**src/rtl/gtm_pkg.sv**
```systemverilog
// shared constants and types for the gated 16-bit timer control block
package gtm_pkg;
	// register indices (plain port, byte wide registers)
	localparam logic [2:0] ADDR_CTRL    = 3'h0;
	localparam logic [2:0] ADDR_GATE    = 3'h1;
	localparam logic [2:0] ADDR_CNT_LO  = 3'h2;
	localparam logic [2:0] ADDR_CNT_HI  = 3'h3;
	localparam logic [2:0] ADDR_IRQ_ST  = 3'h4;
	localparam logic [2:0] ADDR_IRQ_MSK = 3'h5;
	// control register fields
	localparam int CTRL_CS_LSB   = 6;
	localparam int CTRL_PS_LSB   = 4;
	localparam int CTRL_SYNC_BIT = 2;
	localparam int CTRL_ON_BIT   = 0;
	localparam logic [7:0] CTRL_WMASK = 8'hf5;
	// gate control register fields
	localparam int GATE_EN_BIT   = 7;
	localparam int GATE_POL_BIT  = 6;
	localparam int GATE_TM_BIT   = 5;
	localparam int GATE_SPM_BIT  = 4;
	localparam int GATE_GO_BIT   = 3;
	localparam int GATE_VAL_BIT  = 2;
	localparam int GATE_SS_LSB   = 0;
	// interrupt status bits
	localparam int IRQ_OVF_BIT   = 0;
	localparam int IRQ_GATE_BIT  = 1;
	localparam logic [7:0] RESET_BYTE = 8'h00;
	// clock source and gate source codes
	localparam logic [1:0] CS_INSTR = 2'h0;
	localparam logic [1:0] CS_SYS   = 2'h1;
	localparam logic [1:0] CS_PIN   = 2'h2;
	localparam logic [1:0] CS_LFOSC = 2'h3;
	localparam logic [1:0] GS_PIN   = 2'h0;
	localparam logic [1:0] GS_OVF   = 2'h1;
	localparam logic [1:0] GS_CMP   = 2'h2;
	localparam int INSTR_DIV = 4;

	typedef struct packed {
		logic [2:0] addr;
		logic [7:0] wdata;
		logic       wr;
		logic       rd;
	} gtm_bus_t;

	typedef struct packed {
		logic extClkPin;
		logic lowFreqOsc;
		logic gatePin;
		logic byteTimerOvf;
		logic cmpSync;
	} gtm_src_t;
endpackage

```
**src/rtl/gtm_timer.sv**
```systemverilog
// gated 16-bit up-counter with clock source, prescale, gate logic and interrupts
// Contract
// - clock source field picks lf osc, pin rising edge, system clock or clock/4.
// - prescale field divides selected edges by 8, 4, 2 or 1.
// - sync bit clear synchronises the async clock input; set bypasses it. Here set skips only the level filter; the pin still passes three flops.
// - timer-on enables counting; clearing it stops and clears gate flip-flop.
// - gate enable ignored while off; on, one makes count follow gate.
// - gate polarity set counts while gate high, clear while gate low.
// - toggle bit routes gate through toggle flop; clear holds it cleared.
// - toggle flop changes on every rising edge of the selected gate.
// - single-pulse bit enables single-pulse acquisition controlling the gate.
// - software sets acquire status to arm; hardware clears it when done.
// - gate level status shows current gate, independent of gate enable.
// - gate source: 00 pin, 01 byte timer overflow, 10 comparator, 11 reserved.
// - control bits 3 and 1 read zero and ignore writes.
// - writable control fields clear to zero on reset.
// - 16-bit count rolls from ffff to 0000 and sets overflow flag.
// - single-pulse clears status on trailing gate edge, no counts until rearmed.
// - falling edge of gate level sets gate event flag, even if gate disabled.
module gtm_timer #(
	parameter int CNT_W = 16
) (
	input  wire logic             clk,
	input  wire logic             arst_n,
	input  wire gtm_pkg::gtm_bus_t bus,
	output logic [7:0]            rdata,
	input  wire gtm_pkg::gtm_src_t src,
	output logic                  irq
);
	logic [7:0]       ctrl;
	logic [7:0]       gctl;
	logic [CNT_W-1:0] count;
	logic [7:0]       irqSt;
	logic [7:0]       irqMsk;
	logic [2:0]       pinClkSync;
	logic [2:0]       oscSync;
	logic [2:0]       gpinSync;
	logic [2:0]       cmpSyncFf;
	logic             pinClkLvl;
	logic             oscLvl;
	logic             gpinLvl;
	logic             cmpLvl;
	logic             pinClkPrev;
	logic             oscPrev;
	logic [1:0]       instrDiv;
	logic             srcTick;
	logic [2:0]       preCnt;
	logic             cntTick;
	logic             gateSel;
	logic             gateSelPrev;
	logic             toggleFf;
	logic             gateLvl;
	logic             gateVal;
	logic             gateValPrev;
	logic             gateOpen;
	logic             countEn;
	logic             armed;
	logic             wrCtrl;
	logic             wrGate;
	logic             wrLo;
	logic             wrHi;
	logic             wrSt;
	logic             ovfEvt;
	logic             gateEvt;
	logic             trailEdge;
	logic [1:0]       psSel;
	logic [2:0]       psMax;

	assign wrCtrl = bus.wr && bus.addr == gtm_pkg::ADDR_CTRL;
	assign wrGate = bus.wr && bus.addr == gtm_pkg::ADDR_GATE;
	assign wrLo   = bus.wr && bus.addr == gtm_pkg::ADDR_CNT_LO;
	assign wrHi   = bus.wr && bus.addr == gtm_pkg::ADDR_CNT_HI;
	assign wrSt   = bus.wr && bus.addr == gtm_pkg::ADDR_IRQ_ST;

	always_ff @(posedge clk or negedge arst_n)
	begin
		if (!arst_n)
			ctrl <= gtm_pkg::RESET_BYTE;
		else if (wrCtrl)
			ctrl <= bus.wdata & gtm_pkg::CTRL_WMASK;
	end

	// gate control: bits 7..4 and 1..0 stored; go bit handled apart, value bit live
	// cleared at reset
	always_ff @(posedge clk or negedge arst_n)
	begin
		if (!arst_n)
		begin
			gctl <= gtm_pkg::RESET_BYTE;
		end
		else if (wrGate)
		begin
			gctl <= bus.wdata & 8'hf3;
		end
	end

	// three-stage synchronisers on pin and foreign-clock inputs
	always_ff @(posedge clk or negedge arst_n)
	begin
		if (!arst_n)
		begin
			pinClkSync <= 3'h0;
			oscSync    <= 3'h0;
			gpinSync   <= 3'h0;
			cmpSyncFf  <= 3'h0;
		end
		else
		begin
			pinClkSync <= {pinClkSync[1:0], src.extClkPin};
			oscSync    <= {oscSync[1:0], src.lowFreqOsc};
			gpinSync   <= {gpinSync[1:0], src.gatePin};
			cmpSyncFf  <= {cmpSyncFf[1:0], src.cmpSync};
		end
	end

	// level held until stages two and three agree
	always_ff @(posedge clk or negedge arst_n)
	begin
		if (!arst_n)
		begin
			pinClkLvl <= 1'b0;
			oscLvl    <= 1'b0;
			gpinLvl   <= 1'b0;
			cmpLvl    <= 1'b0;
		end
		else
		begin
			if (pinClkSync[1] == pinClkSync[2])
				pinClkLvl <= pinClkSync[2];
			if (oscSync[1] == oscSync[2])
				oscLvl <= oscSync[2];
			if (gpinSync[1] == gpinSync[2])
				gpinLvl <= gpinSync[2];
			if (cmpSyncFf[1] == cmpSyncFf[2])
				cmpLvl <= cmpSyncFf[2];
		end
	end

	// bypass path
	// single-clock design: bypass drops the filter stage, taking raw pin after three flops
	// trades glitch immunity for one cycle less latency
	logic pinClkUse;
	assign pinClkUse = ctrl[gtm_pkg::CTRL_SYNC_BIT] ? pinClkSync[2] : pinClkLvl;

	always_ff @(posedge clk or negedge arst_n)
	begin
		if (!arst_n)
		begin
			pinClkPrev <= 1'b0;
			oscPrev    <= 1'b0;
			instrDiv   <= 2'h0;
		end
		else
		begin
			pinClkPrev <= pinClkUse;
			oscPrev    <= oscLvl;
			instrDiv   <= instrDiv + 2'h1;
		end
	end

	always_comb
	begin
		case (ctrl[gtm_pkg::CTRL_CS_LSB +: 2])
			gtm_pkg::CS_INSTR: srcTick = instrDiv == 2'(gtm_pkg::INSTR_DIV - 1);
			gtm_pkg::CS_SYS:   srcTick = 1'b1;
			gtm_pkg::CS_PIN:   srcTick = pinClkUse && !pinClkPrev;
			gtm_pkg::CS_LFOSC: srcTick = oscLvl && !oscPrev;
			default:           srcTick = 1'b0;
		endcase
	end

	assign psSel   = ctrl[gtm_pkg::CTRL_PS_LSB +: 2];
	assign psMax   = 3'((1 << psSel) - 1);
	assign cntTick = srcTick && preCnt == psMax;

	always_ff @(posedge clk or negedge arst_n)
	begin
		if (!arst_n)
			preCnt <= 3'h0;
		else if (wrCtrl || !ctrl[gtm_pkg::CTRL_ON_BIT])
			preCnt <= 3'h0;
		else if (srcTick)
			preCnt <= cntTick ? 3'h0 : preCnt + 3'h1;
	end

	always_comb
	begin
		case (gctl[gtm_pkg::GATE_SS_LSB +: 2])
			gtm_pkg::GS_PIN: gateSel = gpinLvl;
			gtm_pkg::GS_OVF: gateSel = src.byteTimerOvf;
			gtm_pkg::GS_CMP: gateSel = cmpLvl;
			default:         gateSel = !gctl[gtm_pkg::GATE_POL_BIT];
		endcase
	end

	always_ff @(posedge clk or negedge arst_n)
	begin
		if (!arst_n)
			gateSelPrev <= 1'b0;
		else
			gateSelPrev <= gateSel;
	end

	always_ff @(posedge clk or negedge arst_n)
	begin
		if (!arst_n)
			toggleFf <= 1'b0;
		else if (!ctrl[gtm_pkg::CTRL_ON_BIT] || !gctl[gtm_pkg::GATE_TM_BIT])
			toggleFf <= 1'b0;
		else if (gateSel && !gateSelPrev)
			toggleFf <= !toggleFf;
	end

	// polarity applied
	// toggle output is polarity-neutral, so the invert follows the mux
	assign gateLvl = (gctl[gtm_pkg::GATE_TM_BIT] ? toggleFf : gateSel) ^ !gctl[gtm_pkg::GATE_POL_BIT];

	assign gateVal = gctl[gtm_pkg::GATE_SPM_BIT] ? (gateLvl && armed) : gateLvl;

	always_ff @(posedge clk or negedge arst_n)
	begin
		if (!arst_n)
			gateValPrev <= 1'b0;
		else
			gateValPrev <= gateVal;
	end
	assign trailEdge = gateValPrev && !gateVal;

	always_ff @(posedge clk or negedge arst_n)
	begin
		if (!arst_n)
			armed <= 1'b0;
		else if (wrGate && bus.wdata[gtm_pkg::GATE_GO_BIT] && bus.wdata[gtm_pkg::GATE_SPM_BIT])
			armed <= 1'b1;
		else if (!gctl[gtm_pkg::GATE_SPM_BIT] || trailEdge)
			armed <= 1'b0;
	end

	assign gateOpen = !gctl[gtm_pkg::GATE_EN_BIT] || gateVal;
	assign countEn  = ctrl[gtm_pkg::CTRL_ON_BIT] && gateOpen && cntTick;

	// count and roll over
	// software write wins over an increment in the same cycle
	always_ff @(posedge clk or negedge arst_n)
	begin
		if (!arst_n)
			count <= '0;
		else if (wrLo)
			count[7:0] <= bus.wdata;
		else if (wrHi)
			count[CNT_W-1:8] <= bus.wdata[CNT_W-9:0];
		else if (countEn)
			count <= count + CNT_W'(1);
	end
	// a count write in the same cycle cancels the rollover
	assign ovfEvt = countEn && &count && !wrLo && !wrHi;

	assign gateEvt = trailEdge;

	// sticky flags, set wins over write-one-to-clear
	always_ff @(posedge clk or negedge arst_n)
	begin
		if (!arst_n)
			irqSt <= 8'h00;
		else
		begin
			irqSt[7:2] <= 6'h00;
			irqSt[gtm_pkg::IRQ_OVF_BIT]  <= ovfEvt || (irqSt[gtm_pkg::IRQ_OVF_BIT] &&
				!(wrSt && bus.wdata[gtm_pkg::IRQ_OVF_BIT]));
			irqSt[gtm_pkg::IRQ_GATE_BIT] <= gateEvt || (irqSt[gtm_pkg::IRQ_GATE_BIT] &&
				!(wrSt && bus.wdata[gtm_pkg::IRQ_GATE_BIT]));
		end
	end

	always_ff @(posedge clk or negedge arst_n)
	begin
		if (!arst_n)
			irqMsk <= 8'h00;
		else if (bus.wr && bus.addr == gtm_pkg::ADDR_IRQ_MSK)
			irqMsk <= bus.wdata & 8'h03;
	end

	assign irq = |(irqSt & irqMsk);

	// read port, data one cycle after strobe
	// unimplemented bits zero
	always_ff @(posedge clk or negedge arst_n)
	begin
		if (!arst_n)
			rdata <= 8'h00;
		else if (bus.rd)
		begin
			case (bus.addr)
				gtm_pkg::ADDR_CTRL:    rdata <= ctrl;
				gtm_pkg::ADDR_GATE:    rdata <= gctl | {4'h0, armed, gateVal, 2'h0};
				gtm_pkg::ADDR_CNT_LO:  rdata <= count[7:0];
				gtm_pkg::ADDR_CNT_HI:  rdata <= count[CNT_W-1:8];
				gtm_pkg::ADDR_IRQ_ST:  rdata <= irqSt;
				gtm_pkg::ADDR_IRQ_MSK: rdata <= irqMsk;
				default:               rdata <= 8'h00;
			endcase
		end
		else
			rdata <= 8'h00;
	end

	overflow_sets_a: assert property (@(posedge clk) disable iff (!arst_n)
		ovfEvt |=> irqSt[gtm_pkg::IRQ_OVF_BIT] && count == '0)
		else $error("overflow flag not set on rollover");
	off_noncount_a: assert property (@(posedge clk) disable iff (!arst_n)
		!ctrl[gtm_pkg::CTRL_ON_BIT] && !wrLo && !wrHi |=> $stable(count))
		else $error("count moved while timer off");
	toggle_held_a: assert property (@(posedge clk) disable iff (!arst_n)
		!gctl[gtm_pkg::GATE_TM_BIT] |=> !toggleFf)
		else $error("toggle flop not held clear");
	toggle_flip_a: assert property (@(posedge clk) disable iff (!arst_n)
		ctrl[gtm_pkg::CTRL_ON_BIT] && gctl[gtm_pkg::GATE_TM_BIT] && gateSel && !gateSelPrev
		&& !wrCtrl && !wrGate |=> toggleFf != $past(toggleFf))
		else $error("toggle flop missed rising edge");
	gate_event_a: assert property (@(posedge clk) disable iff (!arst_n)
		$fell(gateVal) |=> irqSt[gtm_pkg::IRQ_GATE_BIT])
		else $error("gate event flag not set");
	pulse_done_a: assert property (@(posedge clk) disable iff (!arst_n)
		armed && trailEdge && !wrGate |=> !armed)
		else $error("acquire status not cleared");
	reserved_bits_a: assert property (@(posedge clk) disable iff (!arst_n)
		ctrl[3] == 1'b0 && ctrl[1] == 1'b0)
		else $error("unimplemented bits set");
	sys_count_a: assert property (@(posedge clk) disable iff (!arst_n)
		ctrl == 8'h41 && !gctl[gtm_pkg::GATE_EN_BIT] && !bus.wr ##1 !bus.wr
		|=> count == $past(count, 2) + CNT_W'(2))
		else $error("system clock source did not count each cycle");
	gate_hold_a: assert property (@(posedge clk) disable iff (!arst_n)
		ctrl[gtm_pkg::CTRL_ON_BIT] && gctl[gtm_pkg::GATE_EN_BIT] && !gateVal && !wrLo && !wrHi |=> $stable(count))
		else $error("count moved while gate closed");
	reserved_gate_a: assert property (@(posedge clk) disable iff (!arst_n)
		gctl[gtm_pkg::GATE_SS_LSB +: 2] == 2'h3 && !gctl[gtm_pkg::GATE_TM_BIT] |-> !gateVal)
		else $error("reserved gate source not inactive");
	pulse_block_a: assert property (@(posedge clk) disable iff (!arst_n)
		ctrl[gtm_pkg::CTRL_ON_BIT] && gctl[gtm_pkg::GATE_EN_BIT] && gctl[gtm_pkg::GATE_SPM_BIT] && !armed
		&& !wrGate && !wrLo && !wrHi |=> $stable(count))
		else $error("count moved after acquisition ended");
	ovf_clear_a: assert property (@(posedge clk) disable iff (!arst_n)
		wrSt && bus.wdata[gtm_pkg::IRQ_OVF_BIT] && !ovfEvt |=> !irqSt[gtm_pkg::IRQ_OVF_BIT])
		else $error("overflow flag not cleared by write");
	count_load_a: assert property (@(posedge clk) disable iff (!arst_n)
		wrLo |=> count[7:0] == $past(bus.wdata))
		else $error("low count byte not loaded");
	gate_level_a: assert property (@(posedge clk) disable iff (!arst_n)
		!gctl[gtm_pkg::GATE_SPM_BIT] && !gctl[gtm_pkg::GATE_TM_BIT] && gctl[gtm_pkg::GATE_SS_LSB +: 2] == gtm_pkg::GS_OVF
		|-> gateVal == (src.byteTimerOvf == gctl[gtm_pkg::GATE_POL_BIT]))
		else $error("gate value does not follow selected source");
	rollover_c: cover property (@(posedge clk) disable iff (!arst_n) ovfEvt);
	gate_event_c: cover property (@(posedge clk) disable iff (!arst_n) gateEvt);
	pulse_c:    cover property (@(posedge clk) disable iff (!arst_n) armed ##[1:50] !armed);
	toggle_c:   cover property (@(posedge clk) disable iff (!arst_n) toggleFf ##[1:50] !toggleFf);
endmodule

```
**config.mk**
```make
export PLATFORM = sky130hd
export DESIGN_NAME = gtm_timer
export DESIGN_NICKNAME = d
export VERILOG_FILES = /design/src/rtl/gtm_pkg.sv /design/src/rtl/gtm_timer.sv
export SDC_FILE = /design/constraint.sdc
export NUM_CORES = 1
export LEC_CHECK = 0
export BUFFER_PORTS_ARGS = -buffer_cell sky130_fd_sc_hd__buf_2
export CORE_MARGIN = 2
export CORE_UTILIZATION = 50
export CTS_CLUSTER_DIAMETER = 40
export DETAILED_ROUTE_END_ITERATION = 8
export GPL_TIMING_DRIVEN = 0
export PLACE_DENSITY = 0.8
export SETUP_SLACK_MARGIN = 0.15
export SLEW_MARGIN = 15
export SYNTH_ARGS = -nofsm -noshare
export SYNTH_HDL_FRONTEND = slang
export SYNTH_SLANG_ARGS = --single-unit
```
**constraint.sdc**
```tcl
create_clock -name clk -period 2.6 [get_ports clk]
set_input_delay 0.52 -clock clk [delete_from_list [all_inputs] [get_ports clk]]
set_output_delay 0.52 -clock clk [all_outputs]
set_load 0.1 [all_outputs]
```
==> impl_metrics.sql <==
INSERT INTO impl_metrics (metric_group, metric, value, unit) VALUES
('outcome', 'status', 'finished, final reports clean', ''),
('synth', 'mappedNetlistArea', '3230', 'um^2'),
('route', 'detailedRoute.firstIterationViolations', '148', ''),
('timing', 'timing.final.max_slew_violations', '0', ''),
('critical_path', 'timing.critical_path.fanout_max', '8', ''),
('cts', 'hold_buffers', '0', ''),
('power', 'vdd.ir_drop.worst', '0.000396', 'V'),
('grt', 'first_global_vias', '2408', ''),
('grt', 'globalRouteOverflowTotal', '0', ''),
('cts', 'cts_root_buf', 'clkbuf_8', ''),
('critical_path', 'worstPathArrival', '2.61', 'ns'),
('timing', 'rsz0062_at_grt', 'true', ''),
('critical_path', 'worst-path-buf-inv', '1', ''),
('synth', 'synth_area_leaders', 'dfrtp_1 (52%), mux2_2 (4.9%), mux2i_1 (3.4%), nand2_1 (3.3%), nor2_1 (3.3%)', ''),
('timing', 'finalSetupViolCount', '0', ''),
('place', 'place_congestion', '0.944', ''),
('synth', 'syn-num-nets', '325', ''),
('place', 'postPlaceCellArea', '3490', 'um^2'),
('cells_and_area', 'layout_overhead_on_the_synthesized_area', '18.7', '%'),
('synth', 'async_reset_ff_frac', '1.00', ''),
('critical_path', 'rr_endpoint', 'count[4]', ''),
('timing', 'timing.final.crit_share', '0.923', ''),
('cts', 'cts_tree', 'built', ''),
('power', 'comb_pwr_share', '0.262', ''),
('route', 'route.detailed.drc', '0', ''),
('timing', 'fin_ws', '0.201', 'ns'),
('critical_path', 'regToRegSetupSlack', '0.20', 'ns'),
('power', 'p_sw', '1.03', 'mW'),
('synth', 'synth_sequential_area_ratio', '0.519', ''),
('cells_and_area', 'postLayoutCellArea', '3840', 'um^2'),
('floorplan', 'io-pin-count', '29', ''),
('floorplan', 'die_height', '84.4', 'um'),
('route', 'vias_per_cell', '5.84', ''),
('run', 'cap_viol_max_count', '0', ''),
('critical_path', 'critical-path-max-stage-delay', '0.50', 'ns'),
('floorplan', 'die_area', '7120', 'um^2'),
('timing', 'timing.fmax', '417', 'MHz'),
('synth', 'synth.lib_cells_used.distinct', '59', ''),
('floorplan', 'rows', '29', ''),
('cts', 'cts-htree-levels', '3', ''),
('critical_path', 'beginning_of_the_worst_register_to_register_path', 'ctrl[4]', ''),
('route', 'postRouteAntennaNets', '0', ''),
('cts', 'largest_buffer_count_on_any_clock_path', '2', ''),
('synth', 'syn_inst', '302', ''),
('place', 'detailed_place_hpwl', '5320', 'um'),
('synth', 'synth.top_cell.area_share', '0.519', ''),
('grt', 'grt_max_degree', '42', ''),
('cells_and_area', 'most_frequent_standard_cell_in_the_layout_excluding_fill_and_tap_cells', 'dfrtp_1', ''),
('critical_path', 'path_delay_family', 'compound AO/OA/AOI/OAI gates', ''),
('cells_and_area', 'filler_instances', '543', ''),
('floorplan', 'floorplan.initialDensity', '0.512', ''),
('timing', 'slew_headroom', '0.506', ''),
('power', 'p_per_area', '799', 'nW/um^2'),
('critical_path', 'crit_chain', 'or2_4 > a2111oi_4 > a41oi_2 > a311o_4 > buf_6 > nor3_2 > xnor2_1 > a21oi_1', ''),
('power', 'switching_power_share_of_the_total', '0.334', ''),
('synth', 'synth-edff-count', '0', ''),
('synth', 'netlist.top_cell.by_area', 'dfrtp_1', ''),
('synth', 'flip_flop_and_latch_count_after_synthesis', '67', ''),
('synth', 'synth-main-ff-cell', 'dfrtp_1', ''),
('power', 'clock_group_share_of_total_power', '0.282', ''),
('timing', 'worst_slew_pin_slew', '0.739', 'ns'),
('grt', 'grt_antenna_before_repair', '0', ''),
('critical_path', 'crit_required', '2.81', 'ns'),
('critical_path', 'r2r_cell_count', '8', ''),
('place', 'post-place-ws', '-0.354', 'ns'),
('critical_path', 'worst_path_max_delay_cell', 'a311o_4', ''),
('timing', 'final.min_clock_period', '2.40', 'ns'),
('power', 'power.static_leakage', '1.63', 'nW'),
('worst_hold_path', 'hold_class', 'input pin to asynchronous set/reset pin', ''),
('place', 'dp_cells', '407', ''),
('cells_and_area', 'mostFrequentLayoutCells', 'dfrtp_1 (63), nand2_1 (27), buf_2 (27)', '');
what timing repair did:
action	CTS	global route
gates resized for setup	6	14
cloned	1	0
pin swaps	3	4
buffers inserted	3	6
endpoints found under the setup margin	14	13
cell usage after synthesis (3+ instances only):
| library cell | number |
|---|---|
| nand3_1 | 17 |
| o21ai_1 | 4 |
| ha_1 | 3 |
| nand2_1 | 28 |
| nor4_1 | 3 |
| clkbuf_1 | 9 |
| a21oi_1 | 12 |
| nor3_1 | 6 |
| a31oi_1 | 3 |
| xnor2_1 | 7 |
| o21ai_0 | 4 |
| nand4_1 | 6 |
| nor3b_1 | 3 |
| inv_1 | 7 |
| o22ai_1 | 4 |
| dfrtp_1 | 67 |
| or2_2 | 3 |
| maj3_1 | 4 |
| and3b_1 | 3 |
| nand2b_1 | 5 |
| mux2_2 | 14 |
| nor2_1 | 28 |
| nor2b_1 | 5 |
| and2_1 | 5 |
| mux2i_1 | 11 |
metal layers:
layer,part of all wire,track usage,routed length [um]
met4,0.022,0.0880,164
met2,0.47,0.342,3600
met5,0,0,0
met3,0.066,0.0383,502
met1,0.44,0.315,3350
cell type report:
class                   count  area (um^2)  area share
plain buffers              11         48.8      0.0127
clock inverters             2         35.0     0.00913
repair buffers             38          234      0.0610
multi-input cells         217         1560       0.406
clock buffers              13          159      0.0414
inverters                   7         26.3     0.00685
well taps                  77         96.3      0.0251
flip-flops and latches     67         1680       0.438
kinds of logic (layout without fill, tap and decap cells):
group	Yosys count	count (layout)	synth area share
DFF	67	67	0.519
adders and majority gates	7	7	0.0240
and+or+nand+nor	122	122	0.198
muxes	27	27	0.0933
AOI/OAI and AO/OA	54	54	0.124
buffers and inverters	18	71	0.0232
xor gates and xnor gates	7	7	0.0190
power groups by stage:
stage | Combinational [mW] | Sequential [mW] | Clock, mW
after global placement | 0.679 | 1.40 | 0
after floorplan | 0.471 | 1.42 | 0
after CTS | 0.736 | 1.39 | 0.874
after global routing | 0.879 | 1.42 | 0.927
after detailed placement | 0.701 | 1.41 | 0
final | 0.803 | 1.40 | 0.864
sequential cells by signal (all words and copies together), names as in the netlist, 2 cells and up:
register and count:
irqSt 2, ctrl 6, oscSync 3, pinClkSync 3
irqMsk 2, gctl 6, instrDiv 2, gpinSync 3
preCnt 3, cmpSyncFf 3, rdata 8, count 16
worst max path at each step:
stage,to,depth (start not counted)
finish,count[4],8
global route,count[4],8
CTS,count[3],8
detailed placement,count[8],8
global placement,count[8],8
floorplan,count[15],7
per-stage QoR:
stage	util	total power, mW	hold slack, ns	TNS [ns]
2_1_floorplan	-	1.89	0.224	0
3_3_place_gp	0.549	2.08	0.334	-3.29
3_5_place_dp	0.553	2.11	0.335	-2.80
6_report	0.608	3.07	0.0693	0
4_1_cts	0.592	3.00	0.0735	0
5_1_grt	0.608	3.23	0.0949	0
No activity file was read; power rests on OpenSTA's default activity.
